[src/common/ptp_defines.svh]
`ifndef PTP_DEFINES_SVH
`define PTP_DEFINES_SVH

`define PTP_CLK_PERIOD_NS 10
`define PTP_DATA_W 7
// Settling delay after a rising input strobe
`define PTP_SETTLE_NS 150
`define PTP_SETTLE_CYC ((`PTP_SETTLE_NS + `PTP_CLK_PERIOD_NS - 1) / `PTP_CLK_PERIOD_NS)
// Accept flag drop after strobe leading edge
`define PTP_FLAG_DROP_NS 150
`define PTP_FLAG_DROP_CYC ((`PTP_FLAG_DROP_NS + `PTP_CLK_PERIOD_NS - 1) / `PTP_CLK_PERIOD_NS)
// Output character removal after request released
`define PTP_OUT_HOLD_NS 100
`define PTP_OUT_HOLD_CYC ((`PTP_OUT_HOLD_NS + `PTP_CLK_PERIOD_NS - 1) / `PTP_CLK_PERIOD_NS)
// Tri-state ready clears within this time (longest, round down)
`define PTP_RDY_CLR_NS 150
`define PTP_RDY_CLR_CYC (`PTP_RDY_CLR_NS / `PTP_CLK_PERIOD_NS)
`define PTP_CNT_W 5

`endif

[src/common/ptp_pkg.sv]
package ptp_pkg;
   typedef logic [6:0] ptp_char_t;

   typedef struct packed {
      logic inversion_bypass_option;
      logic strobe_pos_option;
      logic ack_pos_option;
      logic ready_polarity_option;
      logic xmit_sel_high_option;
   } ptp_opts_s;

   typedef struct packed {
      logic input_off_n;
      logic input_off_hi;
      logic kbd_to_screen_n;
      logic kbd_to_output_n;
   } ptp_inhibit_s;

   typedef enum logic [1:0] {
      PTP_IN_READY,
      PTP_IN_SETTLE,
      PTP_IN_WAIT_ACC
   } ptp_in_state_e;

   typedef enum logic [1:0] {
      PTP_OUT_EMPTY,
      PTP_OUT_FULL,
      PTP_OUT_STROBED,
      PTP_OUT_REMOVE
   } ptp_out_state_e;
endpackage

[src/logic/ptp_port.sv]
// Summary of operation
// Accept flag high when ready, plain output.
// Sender strobe is level or pulse >=250ns.
// Input strobe edge follows polarity option.
// Rising strobe waits 150ns before loading.
// Accept flag drops 150ns after strobe; on a falling strobe the code drops it at load, one clock after the edge.
// Sender holds data 100ns after flag.
// Fast senders must wait for accept flag.
// Input inhibits block bus and keyboard.
// Low inhibit stops keyboard to screen.
// Low inhibit stops keyboard to output.
// Data inverted unless bypass option fitted.
// Seven data bits on separate buses.
// Output data driven only when selected.
// Act on acknowledge trailing edge, hold data.
// Acknowledge polarity set by option.
// Output strobe when data stable and requested.
// Data removed 100ns after request drops.
// Service request low while character waits.
// Tri-state ready driven when selected, polarity option.
// Tri-state ready clears within 150ns.
// Receiver acknowledges each taken character.
// Single bus joins lines; select external.
// Data accepted pulse raises accept flag.
// Ignore strobes while busy; hold output.
`include "ptp_defines.svh"
`timescale 1ns/1ps
`default_nettype none

module ptp_port (
   input wire logic core_clk,
   input wire logic rst,
   input wire ptp_pkg::ptp_opts_s opts,
   input wire ptp_pkg::ptp_inhibit_s inhibits,
   input wire logic in_strobe,
   input wire ptp_pkg::ptp_char_t in_data,
   input wire logic kbd_strobe,
   input wire ptp_pkg::ptp_char_t kbd_data,
   input wire logic data_accepted,
   input wire logic src_valid,
   input wire ptp_pkg::ptp_char_t src_data,
   input wire logic xmit_select,
   input wire logic out_ack,
   output logic input_accept_flag,
   output ptp_pkg::ptp_char_t term_data,
   output logic term_strobe,
   output logic src_taken,
   output ptp_pkg::ptp_char_t out_data,
   output logic out_data_oe,
   output logic out_strobe,
   output logic svc_req_o,
   output logic svc_req_oe,
   output logic out_rdy_ts,
   output logic out_rdy_oe
);

   ////////////////////////////////////////////////////////////////////////
   function automatic ptp_pkg::ptp_char_t conv(input ptp_pkg::ptp_char_t d,
                                               input logic bypass);
      conv = bypass ? d : ~d;
   endfunction

   function automatic logic to_active(input logic lvl, input logic pos);
      to_active = pos ? lvl : ~lvl;
   endfunction

   ////////////////////////////////////////////////////////////////////////
   function automatic logic count_done(input logic [`PTP_CNT_W-1:0] cnt, input int cyc);
      count_done = (cnt == `PTP_CNT_W'(cyc - 1));
   endfunction

   function automatic logic [`PTP_CNT_W-1:0] count_step(input logic [`PTP_CNT_W-1:0] cnt);
      count_step = cnt + `PTP_CNT_W'(1);
   endfunction

   ////////////////////////////////////////////////////////////////////////
   // Input strobe and output acknowledge edge detection
   logic strb_q;
   logic strb_armed_q;
   logic kbd_q;
   logic ack_q;
   logic strb_act;
   logic ack_act;
   logic bus_edge;
   logic kbd_edge;
   logic in_blocked;

   assign strb_act = to_active(in_strobe, opts.strobe_pos_option);
   assign ack_act = to_active(out_ack, opts.ack_pos_option);
   // First cycle after reset only learns the idle level, so no false edge
   assign bus_edge = strb_act & ~strb_q & strb_armed_q;
   assign kbd_edge = kbd_strobe & ~kbd_q;
   assign in_blocked = ~inhibits.input_off_n | inhibits.input_off_hi;

   always_ff @(posedge core_clk or posedge rst) begin
      if (rst) begin
         strb_q <= 1'b0;
         strb_armed_q <= 1'b0;
      end else begin
         strb_q <= strb_act;
         strb_armed_q <= 1'b1;
      end
   end

   always_ff @(posedge core_clk or posedge rst) begin
      if (rst) begin
         kbd_q <= 1'b0;
      end else begin
         kbd_q <= kbd_strobe;
      end
   end

   always_ff @(posedge core_clk or posedge rst) begin
      if (rst) begin
         ack_q <= 1'b0;
      end else begin
         ack_q <= ack_act;
      end
   end

   ////////////////////////////////////////////////////////////////////////
   // Input path
   ptp_pkg::ptp_in_state_e in_st_q;
   ptp_pkg::ptp_in_state_e in_st_d;
   logic [`PTP_CNT_W-1:0] in_cnt_q;
   logic take_bus;
   logic take_kbd;
   logic load_bus;
   logic drop_flag;

   // Strobes are ignored unless ready, see
   assign take_bus = (in_st_q == ptp_pkg::PTP_IN_READY) & ~in_blocked & bus_edge;
   assign take_kbd = (in_st_q == ptp_pkg::PTP_IN_READY) & ~in_blocked & ~bus_edge
                     & kbd_edge & inhibits.kbd_to_screen_n;
   // Negative strobes load without the settle delay
   assign load_bus = (in_st_q == ptp_pkg::PTP_IN_SETTLE)
                     & (~opts.strobe_pos_option | count_done(in_cnt_q, `PTP_SETTLE_CYC));
   assign drop_flag = (in_st_q == ptp_pkg::PTP_IN_SETTLE)
                      & count_done(in_cnt_q, `PTP_FLAG_DROP_CYC);

   always_comb begin
      in_st_d = in_st_q;
      case (in_st_q)
         ptp_pkg::PTP_IN_READY: begin
            if (take_bus) begin
               in_st_d = ptp_pkg::PTP_IN_SETTLE;
            end else if (take_kbd) begin
               in_st_d = ptp_pkg::PTP_IN_WAIT_ACC;
            end
         end
         ptp_pkg::PTP_IN_SETTLE: begin
            if (load_bus) begin
               in_st_d = ptp_pkg::PTP_IN_WAIT_ACC;
            end
         end
         ptp_pkg::PTP_IN_WAIT_ACC: begin
            if (data_accepted) begin
               in_st_d = ptp_pkg::PTP_IN_READY;
            end
         end
         default: begin
            in_st_d = ptp_pkg::PTP_IN_READY;
         end
      endcase
   end

   always_ff @(posedge core_clk or posedge rst) begin
      if (rst) begin
         in_st_q <= ptp_pkg::PTP_IN_READY;
      end else begin
         in_st_q <= in_st_d;
      end
   end

   always_ff @(posedge core_clk or posedge rst) begin
      if (rst) begin
         in_cnt_q <= '0;
      end else if (take_bus) begin
         in_cnt_q <= '0;
      end else if (in_st_q == ptp_pkg::PTP_IN_SETTLE) begin
         in_cnt_q <= count_step(in_cnt_q);
      end
   end

   always_ff @(posedge core_clk or posedge rst) begin
      if (rst) begin
         input_accept_flag <= 1'b1;
      end else if (take_kbd || load_bus || drop_flag) begin
         input_accept_flag <= 1'b0;
      end else if (in_st_q == ptp_pkg::PTP_IN_WAIT_ACC && data_accepted) begin
         input_accept_flag <= 1'b1;
      end
   end

   always_ff @(posedge core_clk or posedge rst) begin
      if (rst) begin
         term_data <= '0;
      end else if (take_kbd) begin
         term_data <= kbd_data;
      end else if (load_bus) begin
         term_data <= conv(in_data, opts.inversion_bypass_option);
      end
   end

   always_ff @(posedge core_clk or posedge rst) begin
      if (rst) begin
         term_strobe <= 1'b0;
      end else begin
         term_strobe <= take_kbd | load_bus;
      end
   end

   ////////////////////////////////////////////////////////////////////////
   // Output path
   ptp_pkg::ptp_out_state_e out_st_q;
   ptp_pkg::ptp_out_state_e out_st_d;
   logic [`PTP_CNT_W-1:0] out_cnt_q;
   logic sel_act;
   logic ack_fall;
   logic kbd_out_ok;
   logic char_load;
   logic strobe_set;
   logic strobe_clr;
   logic out_clear;

   assign sel_act = opts.xmit_sel_high_option ? xmit_select : ~xmit_select;
   assign ack_fall = ack_q & ~ack_act;
   assign kbd_out_ok = kbd_edge & inhibits.kbd_to_output_n & ~in_blocked;
   // Character stays latched until acknowledged, see
   assign char_load = (out_st_q == ptp_pkg::PTP_OUT_EMPTY)
                      & (kbd_out_ok | src_valid);
   assign strobe_set = (out_st_q == ptp_pkg::PTP_OUT_FULL) & ack_q;
   assign strobe_clr = (out_st_q == ptp_pkg::PTP_OUT_STROBED) & ack_fall;
   assign out_clear = (out_st_q == ptp_pkg::PTP_OUT_REMOVE)
                      & count_done(out_cnt_q, `PTP_OUT_HOLD_CYC);

   always_comb begin
      out_st_d = out_st_q;
      case (out_st_q)
         ptp_pkg::PTP_OUT_EMPTY: begin
            if (char_load) begin
               out_st_d = ptp_pkg::PTP_OUT_FULL;
            end
         end
         ptp_pkg::PTP_OUT_FULL: begin
            if (strobe_set) begin
               out_st_d = ptp_pkg::PTP_OUT_STROBED;
            end
         end
         ptp_pkg::PTP_OUT_STROBED: begin
            if (strobe_clr) begin
               out_st_d = ptp_pkg::PTP_OUT_REMOVE;
            end
         end
         ptp_pkg::PTP_OUT_REMOVE: begin
            if (out_clear) begin
               out_st_d = ptp_pkg::PTP_OUT_EMPTY;
            end
         end
         default: begin
            out_st_d = ptp_pkg::PTP_OUT_EMPTY;
         end
      endcase
   end

   always_ff @(posedge core_clk or posedge rst) begin
      if (rst) begin
         out_st_q <= ptp_pkg::PTP_OUT_EMPTY;
      end else begin
         out_st_q <= out_st_d;
      end
   end

   always_ff @(posedge core_clk or posedge rst) begin
      if (rst) begin
         out_cnt_q <= '0;
      end else if (strobe_clr) begin
         out_cnt_q <= '0;
      end else if (out_st_q == ptp_pkg::PTP_OUT_REMOVE) begin
         out_cnt_q <= count_step(out_cnt_q);
      end
   end

   always_ff @(posedge core_clk or posedge rst) begin
      if (rst) begin
         out_data <= '0;
      end else if (char_load) begin
         out_data <= conv(kbd_out_ok ? kbd_data : src_data,
                          opts.inversion_bypass_option);
      end else if (out_clear) begin
         out_data <= '0;
      end
   end

   always_ff @(posedge core_clk or posedge rst) begin
      if (rst) begin
         out_strobe <= 1'b0;
      end else if (strobe_set) begin
         out_strobe <= 1'b1;
      end else if (strobe_clr) begin
         out_strobe <= 1'b0;
      end
   end

   always_ff @(posedge core_clk or posedge rst) begin
      if (rst) begin
         src_taken <= 1'b0;
      end else begin
         src_taken <= char_load & ~kbd_out_ok;
      end
   end

   // Open-drain request only ever pulls low
   always_ff @(posedge core_clk or posedge rst) begin
      if (rst) begin
         svc_req_o <= 1'b0;
      end else begin
         svc_req_o <= 1'b0;
      end
   end

   always_ff @(posedge core_clk or posedge rst) begin
      if (rst) begin
         svc_req_oe <= 1'b0;
      end else if (char_load) begin
         svc_req_oe <= 1'b1;
      end else if (strobe_clr) begin
         svc_req_oe <= 1'b0;
      end
   end

   ////////////////////////////////////////////////////////////////////////
   // Pin drivers; tri-state ready clears on the cycle after the trailing edge
   always_ff @(posedge core_clk or posedge rst) begin
      if (rst) begin
         out_data_oe <= 1'b0;
         out_rdy_oe <= 1'b0;
      end else begin
         out_data_oe <= sel_act;
         out_rdy_oe <= sel_act;
      end
   end

   always_ff @(posedge core_clk or posedge rst) begin
      if (rst) begin
         out_rdy_ts <= 1'b0;
      end else if (ack_fall || out_st_q == ptp_pkg::PTP_OUT_REMOVE
                   || out_st_q == ptp_pkg::PTP_OUT_EMPTY) begin
         out_rdy_ts <= ~opts.ready_polarity_option;
      end else begin
         out_rdy_ts <= opts.ready_polarity_option;
      end
   end

endmodule

`default_nettype wire

[config.mk]
export PLATFORM = sky130hd
export DESIGN_NAME = ptp_port
export DESIGN_NICKNAME = d
export VERILOG_FILES = /design/src/common/ptp_pkg.sv /design/src/logic/ptp_port.sv
export VERILOG_INCLUDE_DIRS = /design/src /design/src/common
export SDC_FILE = /design/constraint.sdc
export NUM_CORES = 1
export LEC_CHECK = 0
export ABC_AREA = 1
export ABC_CLOCK_PERIOD_IN_PS = 1200
export BUFFER_PORTS_ARGS = -buffer_cell sky130_fd_sc_hd__buf_2
export CORE_MARGIN = 5
export CORE_UTILIZATION = 48
export CTS_CLUSTER_DIAMETER = 150
export CTS_CLUSTER_SIZE = 16
export DETAILED_ROUTE_END_ITERATION = 6
export GPL_TIMING_DRIVEN = 0
export HOLD_SLACK_MARGIN = 0.06
export PLACE_DENSITY = 0.73
export SYNTH_ARGS = -nofsm -noshare
export SYNTH_HDL_FRONTEND = slang
export SYNTH_SLANG_ARGS = --single-unit
[constraint.sdc]
create_clock -name core_clk -period 1.2 [get_ports core_clk]
set_input_delay 0.12 -clock core_clk [delete_from_list [all_inputs] [get_ports core_clk]]
set_output_delay 0.12 -clock core_clk [all_outputs]
set_load 0.02 [all_outputs]
==> metrics.log <==
[metrics] post-synthesis cell type count: 34
[metrics] count of final max-slew check failures: 0
[metrics] classification of the worst-slack hold path: primary input to flop
[metrics] number of antenna violations at the first check in global routing: 0
[metrics] y dimension of the die: 80.6 µm
[metrics] TritonCTS Buffers: 5
[metrics] post-route cell area: 0.00366 mm²
[metrics] worst setup slack after placement: -267 ps
[metrics] violated checks: negative setup slack
[metrics] share of final-layout standard cells stronger than drive strength 1: 51.5%
[metrics] die span in x: 80.6 µm
[metrics] run status: finished with violations
[metrics] Critical Path Source Type: flop
[metrics] number of enable flip-flop cells after synthesis: 0
[metrics] drt via density: 5.22
[metrics] Pwr per Cell Area: 1880 mW/mm²
[metrics] ant diodes: 0
[metrics] leakage: 1.93 nW
[metrics] cell area after synthesis: 0.00239 mm²
[metrics] relative slew slack: 53.5%
[metrics] total congestion overflow after global routing: 0
[metrics] multiplexer fraction of the synthesized cell area: 0%
[metrics] highest clock frequency the design can meet: roughly 700 MHz
[metrics] clk_skew: 3.63 ps
[metrics] library cell contributing the largest single delay on the critical path: dfrtp_1
[metrics] critical path data arrival time: 1620 ps
[metrics] Synth Area per Inst: 7.90 µm²
[metrics] clock insertion delay at the later pin of the skew report: 300 ps
[metrics] post-route DRC violation count: 0
[metrics] setup slack, reg-to-reg: -230 ps
[metrics] CTS tree: built
[metrics] area inside the core boundary: about 0.0048 mm²
[metrics] cell types with the largest area share after synthesis: dfrtp_1, nand2_1, nand3_1
[metrics] minimum setup slack in the final design: -231 ps
[metrics] area overhead of the layout relative to synthesis: 52.9%
[metrics] share of synthesized cell area in full adder, half adder and majority cells: 4.18%
[metrics] number of endpoints failing setup at the final stage: 27
[metrics] required time at the endpoint of the critical path: 1390 ps
[metrics] area share of the largest cell type after synthesis: between 30% and 40%
[metrics] All-Layer GR Usage: 21.2%
[metrics] post-layout instance count excluding filler cells: about 480
[metrics] Routability Congestion: 0.819
[metrics] Clock Sink Count: 39
[metrics] sequential fraction of the synthesis area: 40.8%
[metrics] Top-Level Pins: 61
[metrics] worst slew pin tran: 697 ps
[metrics] area of placed instances: 0.00277 mm²
[metrics] post-synthesis share of cell area spent on and, or, nand and nor gates: 35.8%
[metrics] category of the worst setup path capture point: flop
[metrics] Detailed Routing Iterations Pass 1: 6
[metrics] Detailed Route Iter0 Violations: slightly above 200
[metrics] die area: 0.00650 mm²
[metrics] synthesized netlist cell count: 303
[metrics] routed via count: 2479
[metrics] warnings from Yosys: 0
[metrics] maximum level of the CTS H-tree: 2
[metrics] count of antenna-violating nets left after detailed routing: 0
[metrics] critical-path cell list: inv_2, ha_4, nand3_4, o21ai_4, nand2_4, nand2_4, inv_6, nand2_1, nand2_1
[metrics] critical path class: flop to flop
[metrics] detailed placement HPWL: 4.07 mm
[metrics] critical path's largest stage delay: 410 ps
[metrics] first-pass GRT wire length: approximately 11 mm
[metrics] Clock Tree Root: clkbuf_8
[metrics] largest family of logic cells by synthesized area: simple AND/OR/NAND/NOR gates
[metrics] cell accounting for the most synthesized area: dfrtp_1
[metrics] max-cap violation count: 0
[metrics] Cells after DPL: about 430
[metrics] VDD IR max: 0.939 mV
[metrics] Final Hold Vio Count: 0
[metrics] number of rows in the core area: 25
[metrics] Post-Synthesis Net Count: 349
[metrics] detailed-route wire length: 7.58 mm
[metrics] initial core utilization: between 50% and 60%
[metrics] Max clock buf depth: 2
[metrics] CP Max Fanout: 8
[metrics] cell with the most instances after synthesis: nand2_1
[metrics] Final min period: 1430 ps
[metrics] flops & latches, synth: 39
[metrics] post-CTS clock slew at the launch and capture registers of the worst setup and hold paths: 80 ps
[metrics] synthesized-area fraction occupied by xor and xnor cells: 4.70%
[metrics] via count of the first global-routing pass: between 2000 and 2500
[metrics] top_reg_cell synth: dfrtp_1
[metrics] Compound-Gate Fraction of Synth Area: 3.55%
[metrics] part of the cycle the worst path needs: 119%
[metrics] setup repair after global routing missed its margin: true
[metrics] routed wirelength normalized by instance count: 16.0 µm
[metrics] cell types with the highest counts after synthesis: nand2_1, nand3_1, inv_1
[metrics] number of buffers added on ports: 58
[metrics] FFs w/ async S/R, synth: 100%
[metrics] final-stage net count: 453
[metrics] maximum number of pins on one net before global-route repair: 40
==> repair_timing <==
item	4_1_cts	5_1_grt
resized for setup	58	59
setup endpoints to repair	31	71
pin swaps	39	38
endpoints found under the hold margin	42	0
gates cloned	4	0
hold buffers	6	0
buffers inserted	20	10
==> critical path: cells and delay by family (launching register included) <==
family	cells	cell delay, ps
compound gates	1	220
fa+ha+maj	1	140
buf+inv	2	140
flops	1	410
simple gates	5	390
==> routing by layer <==
| metal | GRT usage [%] | up-vias | share of wire [%] | wire, µm |
|---|---|---|---|---|
| met3 | 5.49 | 29 | 6.4 | 483 |
| met4 | 6.08 | 0 | 3.5 | 264 |
| met1 | 25.7 | 1208 | 38 | 2850 |
| met2 | 36.9 | 88 | 53 | 3990 |
| met5 | 0 | - | 0 | 0 |
| li1 | - | 1154 | - | - |
==> layout by cell type (no fill, tap or decap), types with 2 or more instances in the layout <==
cell,n
nand3_4,3
nand2_1,62
nor2_4,8
buf_4,20
dfrtp_2,4
o21ai_2,2
nand3_2,22
clkinv_2,2
dfrtp_1,34
buf_6,15
ha_4,6
inv_1,40
inv_2,7
a21oi_1,2
nor3b_2,2
conb_1,2
nor2_1,6
o21ai_4,3
buf_2,59
xnor2_1,9
buf_12,2
nor3_2,2
clkbuf_8,6
nor2_2,5
nand2_2,18
inv_4,2
nand2_4,10
dlygate4sd3_1,6
xor2_1,2
nand3_1,29
==> per-stage QoR <==
step	util [%]	total power [W]	TNS, ps	hold WS [ps]
5_1_grt	76.5	0.00729	-5000	63.9
6_report	76.5	0.00687	-2960	63.1
4_1_cts	70.2	0.00620	-2460	61.8
3_5_place_dp	58.0	0.00435	-3710	269
2_1_floorplan	-	0.00366	-960	151
3_3_place_gp	58.0	0.00428	-17210	269
==> where the power goes <==
part	leakage, nW	switching [W]	total [W]	internal (W)
combinational	1.39	0.00189	0.00342	0.00153
clock	0.0612	0.000498	0.00117	0.000674
sequential	0.478	0.000447	0.00228	0.00183
==> layout make-up <==
class | count | area [µm²]
fillers | 314 | 1120
clock buffers | 6 | 82.6
flip-flops and latches | 39 | 982
multi-input cells | 208 | 1560
repair buffers | 95 | 653
well taps | 67 | 83.8
plain buffers | 7 | 61.3
inverters | 51 | 203
clock inverters | 2 | 35.0
==> kinds of logic after synthesis <==
| group | count (synthesis) |
|---|---|
| adders and majority gates | 8 |
| buffers and inverters | 58 |
| and+or+nand+nor | 174 |
| xor gates and xnor gates | 12 |
| DFF | 39 |
| AOI/OAI and AO/OA | 10 |
| other | 2 |
==> registers in the layout, indices dropped and copies added, names as in the netlist <==
name	flops
in_st_q	2
in_cnt_q	5
out_rdy_ts	1
kbd_q	1
out_rdy_oe	1
out_strobe	1
strb_armed_q	1
input_accept_flag	1
out_st_q	2
strb_q	1
ack_q	1
src_taken	1
out_cnt_q	5
term_data	7
svc_req_oe	1
out_data	7
term_strobe	1
==> path summary, 6_finish.rpt <==
kind | depth (start not counted) | to | from
max in group asynchronous | 3 | out_st_q[0] | rst
max | 9 | term_data[0] | in_cnt_q[0]
min in group asynchronous | 3 | term_data[5] | rst
max reg2reg | 9 | term_data[0] | in_cnt_q[0]
min | 3 | ack_q | opts[2]
min reg2reg | 2 | input_accept_flag | input_accept_flag
(Power assumes the default switching activity.)
